File: src/rtcpw_pkg.sv
// constants shared by the rtc power and watchdog core
`default_nettype none
package rtcpw_pkg;
  localparam int CLK_MHZ = 20;
  // register indices; byte address is four times the index
  localparam logic [5:0] IDX_SEC = 6'h20;
  localparam logic [5:0] IDX_MIN = 6'h21;
  localparam logic [5:0] IDX_HOUR = 6'h22;
  localparam logic [5:0] IDX_DOW = 6'h23;
  localparam logic [5:0] IDX_DATE = 6'h24;
  localparam logic [5:0] IDX_MONTH = 6'h25;
  localparam logic [5:0] IDX_YEAR = 6'h26;
  localparam logic [5:0] IDX_ASEC = 6'h28;
  localparam logic [5:0] IDX_AMIN = 6'h29;
  localparam logic [5:0] IDX_AHOUR = 6'h2a;
  localparam logic [5:0] IDX_STAT = 6'h30;
  localparam logic [5:0] IDX_CCTL = 6'h31;
  localparam logic [5:0] IDX_ICTL = 6'h32;
  localparam int IDX_RAM_SEL = 5;
  // clock control fields
  localparam int CC_START = 7;
  localparam int CC_LINE = 6;
  localparam int CC_XSEL = 4;
  localparam int CC_50HZ = 3;
  // interrupt control fields
  localparam int IC_WDOG = 7;
  localparam int IC_PDOWN = 6;
  localparam int IC_PSENSE = 5;
  localparam int IC_ALARM = 4;
  // status fields
  localparam int ST_WDOG = 6;
  localparam int ST_FIRST = 4;
  localparam int ST_PFAIL = 2;
  localparam int ST_ALARM = 1;
  localparam int ST_INT = 0;
  // hours fields
  localparam int HR_12H = 7;
  localparam int HR_PM = 5;
  localparam logic [7:0] CC_RST = 8'h00;
  localparam logic [7:0] IC_RST = 8'h00;
  localparam logic [7:0] ST_RST = 8'h10;
  localparam logic [7:0] TIME_RST = 8'h00;
  localparam logic [7:0] DAY_RST = 8'h01;
  // square wave select codes
  localparam logic [2:0] SQ_CRYSTAL_REF = 3'h0;
  localparam logic [2:0] SQ_DIV2 = 3'h1;
  localparam logic [2:0] SQ_DIV4 = 3'h2;
  localparam logic [2:0] SQ_DIV8 = 3'h3;
  localparam logic [2:0] SQ_LOW = 3'h4;
  localparam logic [2:0] SQ_1HZ = 3'h5;
  localparam logic [2:0] SQ_2HZ = 3'h6;
  localparam logic [2:0] SQ_LINE = 3'h7;
  // crystal rates by select code, and line rates
  localparam logic [22:0] CRYSTAL_REF_HZ0 = 23'h400000;
  localparam logic [22:0] CRYSTAL_REF_HZ1 = 23'h200000;
  localparam logic [22:0] CRYSTAL_REF_HZ2 = 23'h100000;
  localparam logic [22:0] CRYSTAL_REF_HZ3 = 23'h008000;
  localparam logic [5:0] LINE_HZ50 = 6'h32;
  localparam logic [5:0] LINE_HZ60 = 6'h3c;
  localparam int CRYSTAL_REF_SQ_HZ = 64;
  // timing
  localparam int ALARM_DLY_NS = 30500;
  localparam int ALARM_DLY_CYC = ALARM_DLY_NS * CLK_MHZ / 1000;
  localparam int PF_MIN_US = 2680;
  localparam int PF_MIN_CYC = PF_MIN_US * CLK_MHZ;
  localparam int WD_RST_US = 15600;
  localparam int WD_RST_CYC = WD_RST_US * CLK_MHZ;
  localparam int WD_PULSE_CYC = 16;
endpackage
`default_nettype wire

File: src/rtcpw_core.sv
// rtc core: calendar, alarm, watchdog, clock out, power control
// Operation
// - at reset release latch single-supply if system sense high, else backup
// - single-supply: enable clock out, supply enable and host reset
// - single-supply: host reset low whenever system sense is low
// - backup: outputs low until system sense rises, then enabled
// - backup: outputs low whenever system sense drops
// - counters advance once per 1 Hz tick from crystal or line
// - seven bcd counters at 20h-26h, hours carry 12/24 and pm
// - 32 byte ram at 00h-1fh, chosen by address bit 5 low
// - alarm latches compared to time; match sets alarm status
// - alarm drives interrupt only while alarm enable is set
// - missed toggle pulses host reset and sets status bit 6
// - service within 7.8 ms, reset after 15.6 ms on crystal
// - clock control low bits pick one of seven rates or low
// - rates have 50 percent duty except 2 Hz on 50 Hz base
// - control registers read and write; status read only
// - power sense: line_in_window_i high for 2.68 ms raises power fail
// - line held inside window 2.68 ms counts as power failure
// - power-down bit drops outputs and disables serial writes
// - any interrupt ends power-down
// - system sense low then high also ends power-down
// - interrupt holds until status read or its enable bit cleared; read clears power-down
// - alarm flag and interrupt delayed 30.5 us after match
// - clock out codes 0..7 as listed, reset selects crystal
`timescale 1ns/1ns
`default_nettype none
module rtcpw_core
  import rtcpw_pkg::*;
#(
  parameter int PF_CYC = PF_MIN_CYC,
  parameter int WD_CYC = WD_RST_CYC,
  parameter int CW = 20
) (
  input wire logic clk_i,
  input wire logic rst_i,
  input wire logic en_i,
  input wire logic cyc_i,
  input wire logic stb_i,
  input wire logic we_i,
  input wire logic [7:0] adr_i,
  input wire logic [3:0] sel_i,
  input wire logic [31:0] dat_i,
  output logic [31:0] dat_o,
  output logic ack_o,
  input wire logic system_sense_in_i,
  input wire logic line_in_window_i,
  input wire logic line_i,
  input wire logic crystal_ref_i,
  input wire logic chip_en_i,
  output logic supply_enable_out_o,
  output logic host_reset_n_o,
  output logic host_reset_oe_o,
  output logic int_n_o,
  output logic int_oe_o,
  output logic sq_wave_o
);
  // ********************
  // helpers
  // ********************
  function automatic logic [7:0] bcd_inc(input logic [7:0] v);
    if (v[3:0] == 4'h9) begin
      return {v[7:4] + 4'h1, 4'h0};
    end
    return {v[7:4], v[3:0] + 4'h1};
  endfunction

  function automatic logic [7:0] month_days(input logic [7:0] m,
                                            input logic [7:0] y);
    logic leap;
    leap = y[4] ? (y[3:0] == 4'h2 || y[3:0] == 4'h6)
                : (y[3:0] == 4'h0 || y[3:0] == 4'h4 || y[3:0] == 4'h8);
    case (m)
      8'h02: return leap ? 8'h29 : 8'h28;
      8'h04, 8'h06, 8'h09, 8'h11: return 8'h30;
      default: return 8'h31;
    endcase
  endfunction

  function automatic logic sq_half(input logic [22:0] cnt,
                                   input logic [22:0] per);
    logic [22:0] m;
    m = cnt & (per - 23'h1);
    return m < (per >> 1);
  endfunction

  // ********************
  // state
  // ********************
  logic [7:0] tm [0:6];
  logic [7:0] next_tm [0:6];
  logic [7:0] al [0:2];
  logic [7:0] next_al [0:2];
  logic [7:0] cctl, ictl, stat;
  logic [7:0] next_cctl, next_ictl, next_stat;
  logic [22:0] pre, next_pre;
  logic [5:0] lcnt, next_lcnt;
  logic xr_d, ln_d, ce_d, next_xr_d, next_ln_d, next_ce_d;
  logic tick_d, next_tick_d;
  logic [9:0] adly, next_adly;
  logic [CW-1:0] pfc, next_pfc, wdc, next_wdc;
  logic [4:0] wdp, next_wdp;
  logic pf_arm, next_pf_arm;
  logic mode_ok, single, next_mode_ok, next_single;
  logic pd, next_pd, sys_low_seen, next_sys_low_seen;
  logic int_d, next_int_d;
  logic ack, next_ack;
  logic [7:0] rd, next_rd;
  logic rd_ram, next_rd_ram;
  logic supply_enable_out, next_pse, hrn, next_hrn, intn, next_intn, sq, next_sq;
  logic [7:0] ram_q;

  logic req, wr_go, rd_go;
  logic [5:0] idx;
  logic [22:0] xhz;
  logic [5:0] lhz;
  logic x_rise, l_rise, tick, int_now, out_en;

  assign req = cyc_i & stb_i;
  assign idx = adr_i[7:2];
  // the write lands on the edge at which the master sees ack
  assign wr_go = req & ack & we_i & sel_i[0] & ~pd;
  assign rd_go = req & ack & ~we_i;

  rtcpw_ram #(.AW(5), .DW(8)) u_ram (
    .clk_i(clk_i),
    .en_i(en_i),
    .we_i(wr_go & ~idx[IDX_RAM_SEL]),
    .addr_i(idx[4:0]),
    .wdata_i(dat_i[7:0]),
    .rdata_o(ram_q)
  );

  // ********************
  // time base
  // ********************
  always_comb begin
    unique case (cctl[CC_XSEL+1:CC_XSEL])
      2'h0: xhz = CRYSTAL_REF_HZ0;
      2'h1: xhz = CRYSTAL_REF_HZ1;
      2'h2: xhz = CRYSTAL_REF_HZ2;
      2'h3: xhz = CRYSTAL_REF_HZ3;
    endcase
    lhz = cctl[CC_50HZ] ? LINE_HZ50 : LINE_HZ60;
    x_rise = crystal_ref_i & ~xr_d;
    // line prescaler is cut off while power sense owns the line
    l_rise = line_i & ~ln_d & ~ictl[IC_PSENSE];
    next_pre = pre;
    next_lcnt = lcnt;
    tick = 1'b0;
    if (x_rise) begin
      next_pre = (pre == xhz - 23'h1) ? 23'h0 : pre + 23'h1;
    end
    if (l_rise) begin
      next_lcnt = (lcnt == lhz - 6'h1) ? 6'h0 : lcnt + 6'h1;
    end
    if (cctl[CC_LINE]) begin
      tick = l_rise && lcnt == lhz - 6'h1;
    end else begin
      tick = x_rise && pre == xhz - 23'h1;
    end
    tick = tick & cctl[CC_START];
    next_xr_d = crystal_ref_i;
    next_ln_d = line_i;
  end

  // ********************
  // clock out
  // ********************
  logic sq_sel;
  logic [5:0] lh;
  always_comb begin
    lh = (lcnt >= (lhz >> 1)) ? lcnt - (lhz >> 1) : lcnt;
    sq_sel = 1'b0;
    unique case (cctl[2:0])
      SQ_CRYSTAL_REF: sq_sel = crystal_ref_i;
      SQ_DIV2: sq_sel = pre[0];
      SQ_DIV4: sq_sel = pre[1];
      SQ_DIV8: sq_sel = pre[2];
      SQ_LOW: sq_sel = 1'b0;
      SQ_1HZ: sq_sel = cctl[CC_START] & (cctl[CC_LINE] ?
                       lcnt < (lhz >> 1) : sq_half(pre, xhz));
      SQ_2HZ: sq_sel = cctl[CC_START] & (cctl[CC_LINE] ?
                       lh < (lhz >> 2) : sq_half(pre, xhz >> 1));
      SQ_LINE: sq_sel = cctl[CC_LINE] ? line_i :
                        sq_half(pre, xhz >> 6);
    endcase
  end

  // ********************
  // calendar, alarm and registers
  // ********************
  logic [7:0] h;
  logic day_roll, match;
  always_comb begin
    for (int i = 0; i < 7; i++) begin
      next_tm[i] = tm[i];
    end
    for (int i = 0; i < 3; i++) begin
      next_al[i] = al[i];
    end
    next_cctl = cctl;
    next_ictl = ictl;
    next_stat = stat;
    day_roll = 1'b0;
    h = tm[2];
    if (tick) begin
      next_tm[0] = (tm[0] == 8'h59) ? 8'h00 : bcd_inc(tm[0]);
      if (tm[0] == 8'h59) begin
        next_tm[1] = (tm[1] == 8'h59) ? 8'h00 : bcd_inc(tm[1]);
        if (tm[1] == 8'h59) begin
          if (h[HR_12H]) begin
            if (h[4:0] == 5'h11) begin
              day_roll = h[HR_PM];
              next_tm[2] = {h[7:6], ~h[HR_PM], 5'h12};
            end else if (h[4:0] == 5'h12) begin
              next_tm[2] = {h[7:5], 5'h01};
            end else begin
              next_tm[2] = {h[7:5], 5'(bcd_inc({3'h0, h[4:0]}))};
            end
          end else begin
            day_roll = h == 8'h23;
            next_tm[2] = day_roll ? 8'h00 : bcd_inc(h);
          end
        end
      end
      if (day_roll) begin
        next_tm[3] = (tm[3] == 8'h07) ? 8'h01 : bcd_inc(tm[3]);
        if (tm[4] == month_days(tm[5], tm[6])) begin
          next_tm[4] = 8'h01;
          next_tm[5] = (tm[5] == 8'h12) ? 8'h01 : bcd_inc(tm[5]);
          if (tm[5] == 8'h12) begin
            next_tm[6] = (tm[6] == 8'h99) ? 8'h00 : bcd_inc(tm[6]);
          end
        end else begin
          next_tm[4] = bcd_inc(tm[4]);
        end
      end
    end
    match = al[0] == tm[0] && al[1] == tm[1] &&
            al[2][5:0] == tm[2][5:0];
    next_tick_d = tick;
    next_adly = adly;
    if (tick_d && match) begin
      next_adly = 10'(ALARM_DLY_CYC);
    end else if (adly != 10'h0) begin
      next_adly = adly - 10'h1;
    end
    // status read clears flags; a flag set in that cycle still wins
    if (rd_go && idx == IDX_STAT) begin
      next_stat = 8'h00;
    end
    if (adly == 10'h1) begin
      next_stat[ST_ALARM] = 1'b1;
    end
    if (pf_arm && ictl[IC_PSENSE] && pfc == CW'(PF_CYC - 1)) begin
      next_stat[ST_PFAIL] = 1'b1;
    end
    if (ictl[IC_WDOG] && wdc == CW'(WD_CYC - 1)) begin
      next_stat[ST_WDOG] = 1'b1;
    end
    next_stat[ST_INT] = (next_stat[ST_ALARM] & ictl[IC_ALARM]) |
                        (next_stat[ST_PFAIL] & ictl[IC_PSENSE]);
    if (wr_go) begin
      for (int i = 0; i < 7; i++) begin
        if (idx == IDX_SEC + 6'(i)) begin
          next_tm[i] = dat_i[7:0];
        end
      end
      for (int i = 0; i < 3; i++) begin
        if (idx == IDX_ASEC + 6'(i)) begin
          next_al[i] = dat_i[7:0];
        end
      end
      if (idx == IDX_CCTL) begin
        next_cctl = dat_i[7:0];
      end
      if (idx == IDX_ICTL) begin
        next_ictl = dat_i[7:0];
      end
    end
    if (pd && !next_pd) begin
      next_ictl[IC_PDOWN] = 1'b0;
    end
  end

  // ********************
  // watchdog and power sense
  // ********************
  always_comb begin
    next_ce_d = chip_en_i;
    next_wdc = wdc;
    next_wdp = wdp;
    if (!ictl[IC_WDOG] || chip_en_i != ce_d) begin
      next_wdc = '0;
    end else if (wdc == CW'(WD_CYC - 1)) begin
      next_wdc = '0;
      next_wdp = 5'(WD_PULSE_CYC);
    end else begin
      next_wdc = wdc + CW'(1);
    end
    if (wdp != 5'h0 && !(ictl[IC_WDOG] && wdc == CW'(WD_CYC - 1))) begin
      next_wdp = wdp - 5'h1;
    end
    next_pfc = '0;
    if (ictl[IC_PSENSE] && line_in_window_i && pf_arm) begin
      next_pfc = (pfc == CW'(PF_CYC - 1)) ? pfc : pfc + CW'(1);
    end
    next_pf_arm = pf_arm;
    if (pfc == CW'(PF_CYC - 1)) begin
      next_pf_arm = 1'b0;
    end
    if (!ictl[IC_PSENSE]) begin
      next_pf_arm = 1'b1;
    end
  end

  // ********************
  // mode and power-down
  // ********************
  always_comb begin
    next_mode_ok = 1'b1;
    next_single = mode_ok ? single : system_sense_in_i;
    int_now = stat[ST_INT];
    next_int_d = int_now;
    next_pd = pd;
    next_sys_low_seen = sys_low_seen;
    if (pd) begin
      if (!system_sense_in_i) begin
        next_sys_low_seen = 1'b1;
      end
      if (int_now && !int_d) begin
        next_pd = 1'b0;
      end
      if (sys_low_seen && system_sense_in_i) begin
        next_pd = 1'b0;
      end
      if (rd_go && idx == IDX_STAT) begin
        next_pd = 1'b0;
      end
    end else if (wr_go && idx == IDX_ICTL && dat_i[IC_PDOWN]) begin
      next_pd = 1'b1;
      next_sys_low_seen = 1'b0;
    end
    // outputs follow the release in the same cycle
    out_en = mode_ok & ~next_pd &
             (single | system_sense_in_i);
    next_pse = out_en;
    next_sq = out_en & sq_sel;
    next_hrn = out_en & system_sense_in_i & (next_wdp == 5'h0);
    next_intn = ~int_now;
  end

  // ********************
  // bus slave
  // ********************
  always_comb begin
    next_ack = req & ~ack;
    next_rd_ram = ~idx[IDX_RAM_SEL];
    next_rd = 8'h00;
    for (int i = 0; i < 7; i++) begin
      if (idx == IDX_SEC + 6'(i)) begin
        next_rd = tm[i];
      end
    end
    for (int i = 0; i < 3; i++) begin
      if (idx == IDX_ASEC + 6'(i)) begin
        next_rd = al[i];
      end
    end
    if (idx == IDX_STAT) begin
      next_rd = stat;
    end
    if (idx == IDX_CCTL) begin
      next_rd = cctl;
    end
    if (idx == IDX_ICTL) begin
      next_rd = ictl;
    end
    if (ack) begin
      next_rd = rd;
      next_rd_ram = rd_ram;
    end
  end

  assign ack_o = ack;
  assign dat_o = {24'h0, rd_ram ? ram_q : rd};
  assign supply_enable_out_o = supply_enable_out;
  assign host_reset_n_o = 1'b0;
  assign host_reset_oe_o = ~hrn;
  assign int_n_o = 1'b0;
  assign int_oe_o = ~intn;

  always_ff @(posedge clk_i) begin
    if (rst_i) begin
      for (int i = 0; i < 7; i++) begin
        tm[i] <= (i >= 3 && i <= 5) ? DAY_RST : TIME_RST;
      end
      for (int i = 0; i < 3; i++) begin
        al[i] <= TIME_RST;
      end
      cctl <= CC_RST;
      ictl <= IC_RST;
      stat <= ST_RST;
      pre <= '0;
      lcnt <= '0;
      xr_d <= 1'b0;
      ln_d <= 1'b0;
      ce_d <= 1'b0;
      tick_d <= 1'b0;
      adly <= '0;
      pfc <= '0;
      wdc <= '0;
      wdp <= '0;
      pf_arm <= 1'b1;
      mode_ok <= 1'b0;
      single <= 1'b0;
      pd <= 1'b0;
      sys_low_seen <= 1'b0;
      int_d <= 1'b0;
      ack <= 1'b0;
      rd <= 8'h00;
      rd_ram <= 1'b0;
      supply_enable_out <= 1'b0;
      hrn <= 1'b0;
      intn <= 1'b1;
      sq <= 1'b0;
    end else if (en_i) begin
      tm <= next_tm;
      al <= next_al;
      cctl <= next_cctl;
      ictl <= next_ictl;
      stat <= next_stat;
      pre <= next_pre;
      lcnt <= next_lcnt;
      xr_d <= next_xr_d;
      ln_d <= next_ln_d;
      ce_d <= next_ce_d;
      tick_d <= next_tick_d;
      adly <= next_adly;
      pfc <= next_pfc;
      wdc <= next_wdc;
      wdp <= next_wdp;
      pf_arm <= next_pf_arm;
      mode_ok <= next_mode_ok;
      single <= next_single;
      pd <= next_pd;
      sys_low_seen <= next_sys_low_seen;
      int_d <= next_int_d;
      ack <= next_ack;
      rd <= next_rd;
      rd_ram <= next_rd_ram;
      supply_enable_out <= next_pse;
      hrn <= next_hrn;
      intn <= next_intn;
      sq <= next_sq;
    end
  end

  assign sq_wave_o = sq;
endmodule
`default_nettype wire

File: src/rtcpw_ram.sv
// 32 x 8 user ram with registered read data
`timescale 1ns/1ns
`default_nettype none
module rtcpw_ram #(
  parameter int AW = 5,
  parameter int DW = 8
) (
  input wire logic clk_i,
  input wire logic en_i,
  input wire logic we_i,
  input wire logic [AW-1:0] addr_i,
  input wire logic [DW-1:0] wdata_i,
  output logic [DW-1:0] rdata_o
);
  logic [DW-1:0] mem [0:(1<<AW)-1];

  always_ff @(posedge clk_i) begin
    if (en_i) begin
      if (we_i) begin
        mem[addr_i] <= wdata_i;
      end
      rdata_o <= mem[addr_i];
    end
  end
endmodule
`default_nettype wire

File: config.mk
export PLATFORM = sky130hd
export DESIGN_NAME = rtcpw_core
export DESIGN_NICKNAME = d
export VERILOG_FILES = /design/src/rtcpw_pkg.sv /design/src/rtcpw_core.sv /design/src/rtcpw_ram.sv
export SDC_FILE = /design/constraint.sdc
export NUM_CORES = 1
export LEC_CHECK = 0
export ABC_CLOCK_PERIOD_IN_PS = 5500
export BUFFER_PORTS_ARGS = -buffer_cell sky130_fd_sc_hd__buf_2
export CORE_MARGIN = 2
export CORE_UTILIZATION = 56
export CTS_CLUSTER_DIAMETER = 120
export DETAILED_ROUTE_END_ITERATION = 16
export HOLD_SLACK_MARGIN = 0.1
export PLACE_DENSITY = 0.73
export SYNTH_ARGS = -nofsm -noshare
export SYNTH_HDL_FRONTEND = slang
export SYNTH_SLANG_ARGS = --single-unit
File: constraint.sdc
create_clock -name clk_i -period 5.5 [get_ports clk_i]
set_input_delay 0.275 -clock clk_i [delete_from_list [all_inputs] [get_ports clk_i]]
set_output_delay 0.275 -clock clk_i [all_outputs]
set_load 0.03 [all_outputs]
======== Word level (Yosys, flattened, before mapping) ========
Memories as Yosys holds them, arrays and structs flattened. A register that Yosys moved wholly into a read port is not among the register bits.
Cells that the tools add are included.
word-level totals
  bits in registers ....................... 209
  RAM bits ................................ 256
  input port bits ......................... 55
  output and inout port bits .............. 39
  logic and storage cells ................. 359
  memories ................................ 1
memories
  name       depth  width  rd ports  clocked after memory_dff  write ports  RTL line         RTL
  u_ram.mem  32     8      1         1                         1            rtcpw_ram.sv:15  logic [DW-1:0] mem [0:(1<<AW)-1];
operators by class
  add/subtract/negate cells ............... 26
  order comparisons ....................... 6
  equality and inequality tests ........... 60
  mux-type cells .......................... 135
  bitwise logic cells ..................... 39
  reduce and logical (&&, ||, !) cells .... 53
operators by type and width
  cell                                                                   number
  8-bit two-way mux                                                      47
  56-bit two-way mux                                                     2
  23-bit one-hot mux with 4 select lines                                 1
  20-bit two-way mux                                                     4
  6-bit == test (second input constant)                                  13
  23-bit AND                                                             3
  1-bit two-way mux                                                      60
  4-bit by 1-bit adder with 4-bit output (second input constant)         14
  20-bit by 1-bit adder with 20-bit output (second input constant)       2
  4-bit == test (second input constant)                                  8
  16-bit two-way mux                                                     2
  32-bit two-way mux                                                     1
  5-bit two-way mux                                                      6
  8-bit by 3-bit == test with 1-bit output (second input constant)       3
  8-bit == test                                                          3
  23-bit by 1-bit adder with 23-bit output (second input constant)       1
  23-bit == test                                                         1
  23-bit by 16-bit < comparator with 1-bit output                        1
  23-bit by 21-bit < comparator with 1-bit output                        1
  23-bit by 22-bit < comparator with 1-bit output                        1
  23-bit two-way mux                                                     1
  22-bit by 1-bit subtractor with 23-bit output (second input constant)  1
  23-bit by 1-bit subtractor with 23-bit output (second input constant)  1
  1-bit AND                                                              21
  52 further kinds                                                       121

======== Logic depth before layout (Yosys ltp) ========
Gate-level depths: netlist of run 1.
  depth in word-level cells ............... 22
  depth in mapped cells ................... 12
  depth with buffers taken out ............ 12

======== Cells and area by module ========
From an unflattened synthesis of run 1, not the netlist that was laid out.
unflattened totals
  cell total of the unflattened synthesis .. 2236
  area, all modules ....................... 23451.2 sq um
modules (own cells, without submodules)
  module      times used  cells each  area each (sq um)  sequential area each (sq um)
  rtcpw_core  1           1657        13167.6            4184.0
  rtcpw_ram   1           579         10283.6            7927.6

======== Worst setup path after synthesis of run 1 ========
OpenSTA, ideal clock, no wires.
  kind .................................... register to register
  from .................................... register cctl[5]
  to ...................................... register tm[5] in the netlist's numbering
  setup time .............................. 74 ps
  arrival ................................. 3040 ps
  required time ........................... 5426 ps
  path slack .............................. 2386 ps
  stages on the path, launching flop included .. 12
  path buffers ............................ 2
  period minus slack after synthesis ...... 3114 ps
  path through ............................ dfxtp_1 > clkbuf_1 > nand2_1 > ha_1 > nor4b_1 > nand4b_1 > o31ai_4 > nand4_1 > or3b_4 > buf_6 > or4_1 > a31oi_1
on the way
  longest elaborated chain between the ends .. 10
  elaborated cells between the ends (all ways) .. 13
  classes of those cells .................. add/sub (1); eq/ne (4); mux (5); bitwise (1); reduce/logical (2)
RTL lines
  element                                          RTL line           RTL
  start, declared                                  rtcpw_core.sv:94   logic [7:0] cctl, ictl, stat;
  start signal, assigned                           rtcpw_core.sv:431  cctl <= next_cctl;
  2-bit == test, or another cell as far along      rtcpw_core.sv:138  unique case (cctl[CC_XSEL+1:CC_XSEL])
  23-bit one-hot mux with 4 select lines *         rtcpw_core.sv:138
  23-bit by 1-bit subtractor with 23-bit output *  rtcpw_core.sv:160  tick = x_rise && pre == xhz - 23'h1;
  23-bit == test *                                 rtcpw_core.sv:160
  1-bit logical AND *                              rtcpw_core.sv:160
  1-bit two-way mux *                              rtcpw_core.sv:157  if (cctl[CC_LINE]) begin
  1-bit AND *                                      rtcpw_core.sv:162  tick = tick & cctl[CC_START];
  56-bit two-way mux *                             rtcpw_core.sv:207  if (tick) begin
  8-bit two-way mux                                rtcpw_core.sv:266  if (idx == IDX_SEC + 6'(i)) begin
  56-bit two-way mux *                             rtcpw_core.sv:264  if (wr_go) begin
  end signal, assigned by index                    rtcpw_core.sv:397  tm[i] <= (i >= 3 && i <= 5) ? DAY_RST : TIME_RST;
  end signal, assigned                             rtcpw_core.sv:429  tm <= next_tm;
  end, declared                                    rtcpw_core.sv:90   logic [7:0] tm [0:6];
Mark *: on every way between the ends. The rest lies on a longest branch, timed or not. The select of a mux whose other input is x is not followed.
A chain may end at the register's enable or synchronous reset.

======== Worst setup path in the final report of run 1 ========
  from .................................... register cctl[5]
  to ...................................... register tm[10] in the netlist's numbering
The elaborated chain is that of the path after synthesis.

==> results.ini, run 1 <==
[timing]
tightest_slew_ns=1.22
setup_viol=0
slew_headroom_pct=18.4
finalCritPeriodShare_pct=69.8
fin_hold_ws_ns=0.188
slew_viol_final=0
tns_ns=0
skew_ns=0.0130
min_period_ns=3.84
rsz0062_at_grt=false
timing.fmax_mhz=260
final-hold-violation-count=0

[power]
power.leakage_uw=0.00825
p_clk_share_pct=41.1
p_comb_share_pct=9.2
vdd_drop_max_uv=314
seq_power_share_pct=49.7
p_int_uw=5880
swShare_pct=24.3
power_density_nw_per_um2=309
power_switching_uw=1890

[setup_path]
startpoint_type=flip-flop
critical_path_arrival_ns=4.30
worstReg2RegEnd=tm[10]
critPathKind=reg2reg
crit_path_max_incr_delay_ns=0.63
required_ns=5.96
cp_cell_sequence=nand2_1 > ha_1 > nor4b_1 > nand4b_1 > o31ai_4 > nand2_1 > buf_4 > or2_1 > or4_1 > nor4bb_1
cp_slowest_cell=o31ai_4
r2r-start=cctl[5]
r2r_slack_ns=1.66
cp_max_fo=25
crit_buf_inv=1
crit_path_end_kind=flip-flop
reg2reg_depth=10
critical-path-top-delay-family=simple AND/OR/NAND/NOR gates
critPathMostFrequentCell=nand2_1

[min_path]
worstHoldStart=we_i
worstHoldEndpoint=stat[4]
holdPathStages=5
hp-class=in2reg

[place]
dpl-instance-area_um2=23500
post-dp-hpwl_mm=37.4
io_buffers=38
place.gp.congestion=0.888

[route]
wire_per_inst_um=22.2
finalWirelength_mm=58.3
drtIter0Drc=2081
vias_per_cell=6.45
vias=16976
postRouteAntennaNets=0
drc=0
drtPass1Iterations=6

[cts]
cts-root-buf=clkbuf_16
clk_latency_ns=0.60
cts_max_level=2
holdBufCountCts=9
cts_tree=done
clk_path_buf_depth=3
numCtsBuffers=48
path_clk_slew_ns=0.06
post_cts_resized=0
post_cts_buffers=0
cts.sinks=473

[global_routing]
grt_pass1_vias=16497
gr-usage-met1_pct=36.8
track_usage_pct=26.9
antenna_found_initial=1
grt_use_met3_pct=4.24
grt.busiest_layer=met2
grt_overflow_total=0
grt_pass1_wl_mm=92.0
grtUsageMet2_pct=43.8
grt_max_degree=69

[finish]
diodes=0
finalInstanceArea_um2=25200
final_cell_mix=edfxtp_1 (264), nor2_1 (212), dfxtp_1 (209), nand2_1 (168), o21ai_0 (101)
fin_nets=2172
syn2layout_area_growth_pct=8.43
final_common_cell=edfxtp_1
drive_gt1_share_pct=12.1

[floorplan]
core_region_area_um2=40800
num_io_pins=94
die-area_um2=43100
dieHeight_um=208
rows=74
die_x_um=208
initial_core_util_pct=56.8

[synthesis]
netlist_area_um2=23200
yosysTopAreaCellShare_pct=34.2
synth_edf_count=264
synth_area_leaders=edfxtp_1 (34%), dfxtp_1 (18%), mux4_2 (7.8%)
synth_cell_types=97
postSynth.asyncResetShare_pct=0
synthCells=2086
ys_warn_count=0
avgSynthCellArea_um2=11.1
yosysTopAreaCell=edfxtp_1
synthFlopType=edfxtp_1
synth_seq_cells=473
ys_seq_area_share_pct=52.2

[job]
maxCapViolations=0

[status]
status=finished, final reports clean

[kinds of logic after synthesis]
| kind of cell | share of synthesized area, % |
|---|---|
| AND/OR/NAND/NOR | 15.7 |
| flip-flops | 52.2 |
| AO/OA/AOI/OAI | 11.6 |
| buffers and inverters | 4.09 |
| multiplexers | 10.2 |
| XOR/XNOR | 3.40 |
| adder cells (fa/ha/maj) | 2.89 |
| other | 0.0162 |
[worst max path at each step]
stage              to    start  slack, ns  cells after the start
6_report       tm[10]  cctl[5]       1.66                     10
5_1_grt        tm[10]  cctl[5]       1.45                     10
4_1_cts        tm[10]  cctl[5]       1.68                     10
3_5_place_dp   tm[10]  cctl[5]       1.68                     10
3_3_place_gp   tm[10]  cctl[5]       1.75                     10
2_1_floorplan   tm[5]  cctl[5]       2.39                     11
[per-stage QoR]
stage               instances  utilization (%)  power [µW]  setup WS [ns]
floorplan                2112                -        4450           2.39
global placement         2537             57.6        4610           1.75
detailed placement       2537             57.6        4630           1.68
CTS                      2632             61.6        7820           1.68
global route             2632             61.6        8040           1.45
finish                   2632             61.6        7780           1.66
[per-layer routing]
layer  wire length, µm  share of wire (%)
met4              1970                3.4
met1             23400                 40
met5                11              0.019
met2             27800                 48
met3              5100                8.7
[cell type report]
type                            instances  area [µm²]
Clock inverter                         27         246
Tap cell                              532         666
Inverter                               51         191
Timing Repair Buffer                   62         400
Clock buffer                           59        1290
Sequential cell                       473       12100
Multi-Input combinational cell       1428       10300
Fill cell                            3161       15700
[worst register-to-register path: cells and delay by family (launching register included)]
family,cells,cell delay [ns]
AOI/OAI and AO/OA,1,0.63
buffers and inverters,1,0.25
DFF,1,0.54
adders and majority gates,1,0.32
and+or+nand+nor,7,1.97
[cells in the mapped netlist, drive strengths merged (8+ instances only)]
library cell	n
nor4b	8
mux4	80
clkbuf	114
a221oi	9
nand2	168
dfxtp	209
o21ai	103
nand2b	14
and4	9
o31ai	16
edfxtp	264
inv	50
a21oi	95
o211ai	13
nor3b	8
or3	11
a22oi	25
nand4b	10
xnor2	55
xor2	35
or4	8
a31oi	18
nor2b	19
nand3b	11
buf	46
nand3	61
and3	28
mux2	19
and2	22
nor4	16
nor2	213
o221ai	8
ha	52
mux2i	35
nand4	39
a211oi	12
nor3	48
[power groups by stage]
stage	Sequential (µW)	Combinational [µW]	Clock [µW]
4_1_cts	3860	705	3250
3_3_place_gp	3930	674	0
5_1_grt	3870	781	3380
2_1_floorplan	3920	535	0
6_report	3860	712	3200
3_5_place_dp	3940	691	0
[flip-flops by register name, indices dropped and copies added, names as in the netlist, 10 cells and up]
signal     count
tm            48
pre           23
u_ram.mem    256
al            24
adly          10
wdc           20
pfc           20
No activity file was read; power rests on OpenSTA's default activity.
==> inputs of run 2 (changes only) <==
- ABC_AREA: default -> 1
- ABC_CLOCK_PERIOD_IN_PS: 5500 -> 3700
- clock period: 5.5 -> 3.7 ns (I/O delays scaled with it)
==> run 2 against run 1 <==
Net effect:
- critical path depth up 6
- clock skew up 0.011 ns
- first-iteration DRC count up 11%
- utilization up 1.3 points
- global-route usage up 2.9 points
- synthesized cell count up 35%
- routed wire length up 15%
- cell count up 33%
- largest power group unchanged
==> results.ini, run 2 <==
[finish]
fillers=3567  ; +13%
multi_input_area_um2=10500  ; +2.0%
largest-register=u_ram.mem
final_cell_mix=nand2_1 (528), a21oi_1 (271), edfxtp_1 (264), inv_1 (253), nor2_1 (229)
largest_register_ffs=256  ; unchanged
top_regs=u_ram.mem x256, tm x48, al x24
final_common_cell=nand2_1
regArea_um2=12100  ; unchanged
drive_gt1_share_pct=10.3  ; -1.8 points
syn2layout_area_growth_pct=11.6
fin_nets=2978  ; +37%
finish.utilization_pct=62.9  ; +1.3 points

[setup_path]
cp_cell_sequence=nand2_1 > ha_1 > inv_1 > nand2_1 > nor2_1 > nand2_1 > nor2_1 > nand3_1 > nand2_2 > nand4_4 > nor2_8 > inv_2 > nand2_1 > nand3_1 > nand2_1 > a21oi_2
critPathKind=reg2reg
crit_buf_inv=2  ; +1
crit_path_end_kind=flip-flop
required_ns=4.18  ; -1.78 ns
cp_max_fo=18  ; -28%
critical-path-top-delay-family=simple AND/OR/NAND/NOR gates
cp_slowest_cell=dfxtp_1
crit_path_max_incr_delay_ns=0.51  ; -0.12 ns
critPathMostFrequentCell=nand2_1
critical_path_arrival_ns=3.64  ; -0.66 ns
startpoint_type=flip-flop

[cts]
cts_tree=done
numCtsBuffers=51  ; +6.3%
path_clk_slew_ns=0.06  ; about the same
clk_path_buf_depth=3  ; unchanged
holdBufCountCts=14  ; +5
cts.sinks=473  ; unchanged
post_cts_buffers=0  ; unchanged
clk_latency_ns=0.63  ; +0.03 ns
post_cts_resized=0  ; unchanged
cts_max_level=2  ; unchanged
cts-root-buf=clkbuf_16

[global_routing]
grt_overflow_total=0  ; unchanged
track_usage_pct=29.7  ; +2.9 points
antenna_found_initial=1  ; unchanged
grt_pass1_wl_mm=105  ; +14%
grt_max_degree=67  ; -2.9%
grt_pass1_vias=19316  ; +17%

[floorplan]
core_region_area_um2=42900  ; +5.0%
dieHeight_um=212  ; +2.1%
initial_core_util_pct=56.4  ; -0.42 points
num_io_pins=94  ; unchanged
die_x_um=212  ; +2.1%
die-area_um2=44900  ; +4.2%
rows=76  ; +2.7%

[route]
drtPass1Iterations=6  ; unchanged
wire_per_inst_um=19.1  ; -14%
drtIter0Drc=2318  ; +11%
vias_per_cell=5.90  ; -8.6%
vias=20627  ; +22%
postRouteAntennaNets=0  ; unchanged
finalWirelength_mm=66.9  ; +15%
drc=0  ; unchanged

[synthesis]
synthXorXnorAreaFrac_pct=2.24  ; -1.2 points
ys_seq_area_share_pct=50.1  ; -2.1 points
synth-simple-area-share_pct=21.0  ; +5.3 points
avgSynthCellArea_um2=8.61  ; -23%
synthFlopType=edfxtp_1
synthCells=2810  ; +35%
yosysTopAreaCell=edfxtp_1
ys_warn_count=0  ; unchanged
synth_compound_area_share_pct=16.4  ; +4.8 points
synth-adder-area-share_pct=2.77  ; -0.12 points
synth_top_family_by_area=simple AND/OR/NAND/NOR gates
synth_seq_cells=473  ; unchanged
synth_edf_count=264  ; unchanged
netlist_area_um2=24200  ; +4.2%
synth_common_cells=nand2_1 (528), a21oi_1 (271), edfxtp_1 (264)
synth_mux_area_share_pct=0.414  ; -9.8 points
synth_cell_types=63  ; -35%
yosysTopAreaCellShare_pct=32.8  ; -1.4 points
synth_area_leaders=edfxtp_1 (33%), dfxtp_1 (17%), nand2_1 (8.2%)
postSynth.asyncResetShare_pct=0  ; unchanged
yosysMostFrequentCell=nand2_1

[power]
seq_power_share_pct=46.9  ; -2.8 points
vdd_drop_max_uv=375  ; +19%
power_switching_uw=3100  ; +64%
p_comb_share_pct=9.1  ; about the same
swShare_pct=25.4  ; +1.0 points
power_density_nw_per_um2=453  ; +47%
p_clk_share_pct=44.0  ; +2.9 points
p_int_uw=9120  ; +55%
power.leakage_uw=0.00983  ; +19%

[min_path]
hp-class=in2reg

[timing]
rsz0062_at_grt=false
setup_viol=0  ; unchanged
tns_ns=0  ; unchanged
tightest_slew_ns=1.12  ; -0.0974 ns
finalCritPeriodShare_pct=85.3  ; +15 points
timing.fmax_mhz=317  ; +22%
final-hold-violation-count=0  ; unchanged
skew_ns=0.0237  ; +0.0107 ns
slew_headroom_pct=25.4  ; +7.0 points
slew_viol_final=0  ; unchanged
min_period_ns=3.16  ; -0.685 ns

[place]
place.gp.congestion=0.960  ; +8.2%
io_buffers=38  ; unchanged
post-dp-hpwl_mm=44.3  ; +18%

[status]
status=finished, final reports clean

[job]
maxCapViolations=0  ; unchanged

[run 2: path summary, 6_finish.rpt]
kind	from	end	slack [ns]	cells past startpoint
setup / recovery	cctl[5]	tm[4]	0.54	16
hold / removal	we_i	stat[4]	0.20	7
setup reg to reg	cctl[5]	tm[4]	0.54	16
hold reg to reg	ictl[0]	ictl[0]	0.46	2
[run 2: area by class of cell]
class,instances,share of cell area (%)
Antenna cell,1,0.00927
Clock buffer,55,4.78
Clock inverter,41,1.80
Inverter,282,3.92
Multi-Input combinational cell,1944,38.7
Sequential cell,473,44.9
Tap cell,585,2.71
Timing Repair Buffer,118,3.17
[run 2: worst register-to-register path, delay by kind of cell (launching register included)]
family | cells | cell delay [ns]
DFF | 1 | 0.51
buffers and inverters | 2 | 0.22
AOI/OAI and AO/OA | 1 | 0.05
and+or+nand+nor | 12 | 1.91
adders and majority gates | 1 | 0.33
[run 2: power groups by stage]
stage,sequential (µW),combinational (µW),clock [µW]
floorplan,5820,807,0
global placement,5840,1060,0
detailed placement,5840,1090,0
CTS,5730,1110,5430
finish,5730,1120,5380
global route,5750,1230,5630
[run 2: per-stage QoR]
step	hold WS, ns	instances	worst slack [ns]	area (µm²)	power, µW
3_3_place_gp	0.419	3388	0.645	25100	6900
3_5_place_dp	0.427	3388	0.585	25100	6930
6_report	0.205	3499	0.544	27000	12200
5_1_grt	0.228	3499	0.285	27000	12600
2_1_floorplan	0.275	2836	1.09	24300	6620
4_1_cts	0.182	3498	0.578	27000	12300
[run 2: cell families (layout without fill, tap and decap cells)]
kind of cell             Yosys count  after routing
AO/OA/AOI/OAI                    676            676
XOR/XNOR                          62             62
adder cells (fa/ha/maj)           53             53
buffers and inverters            419            496
flip-flops                       473            473
multiplexers                       9              9
other                              1             28
AND/OR/NAND/NOR                 1117           1117
[run 2: routing by layer]
layer,global-route usage [%],wire (µm),vias up
met3,3.78,5190,137
met1,40.6,28100,9861
met2,48.5,31600,828
met5,0,0,-
li1,-,-,9801
met4,11.5,2080,0
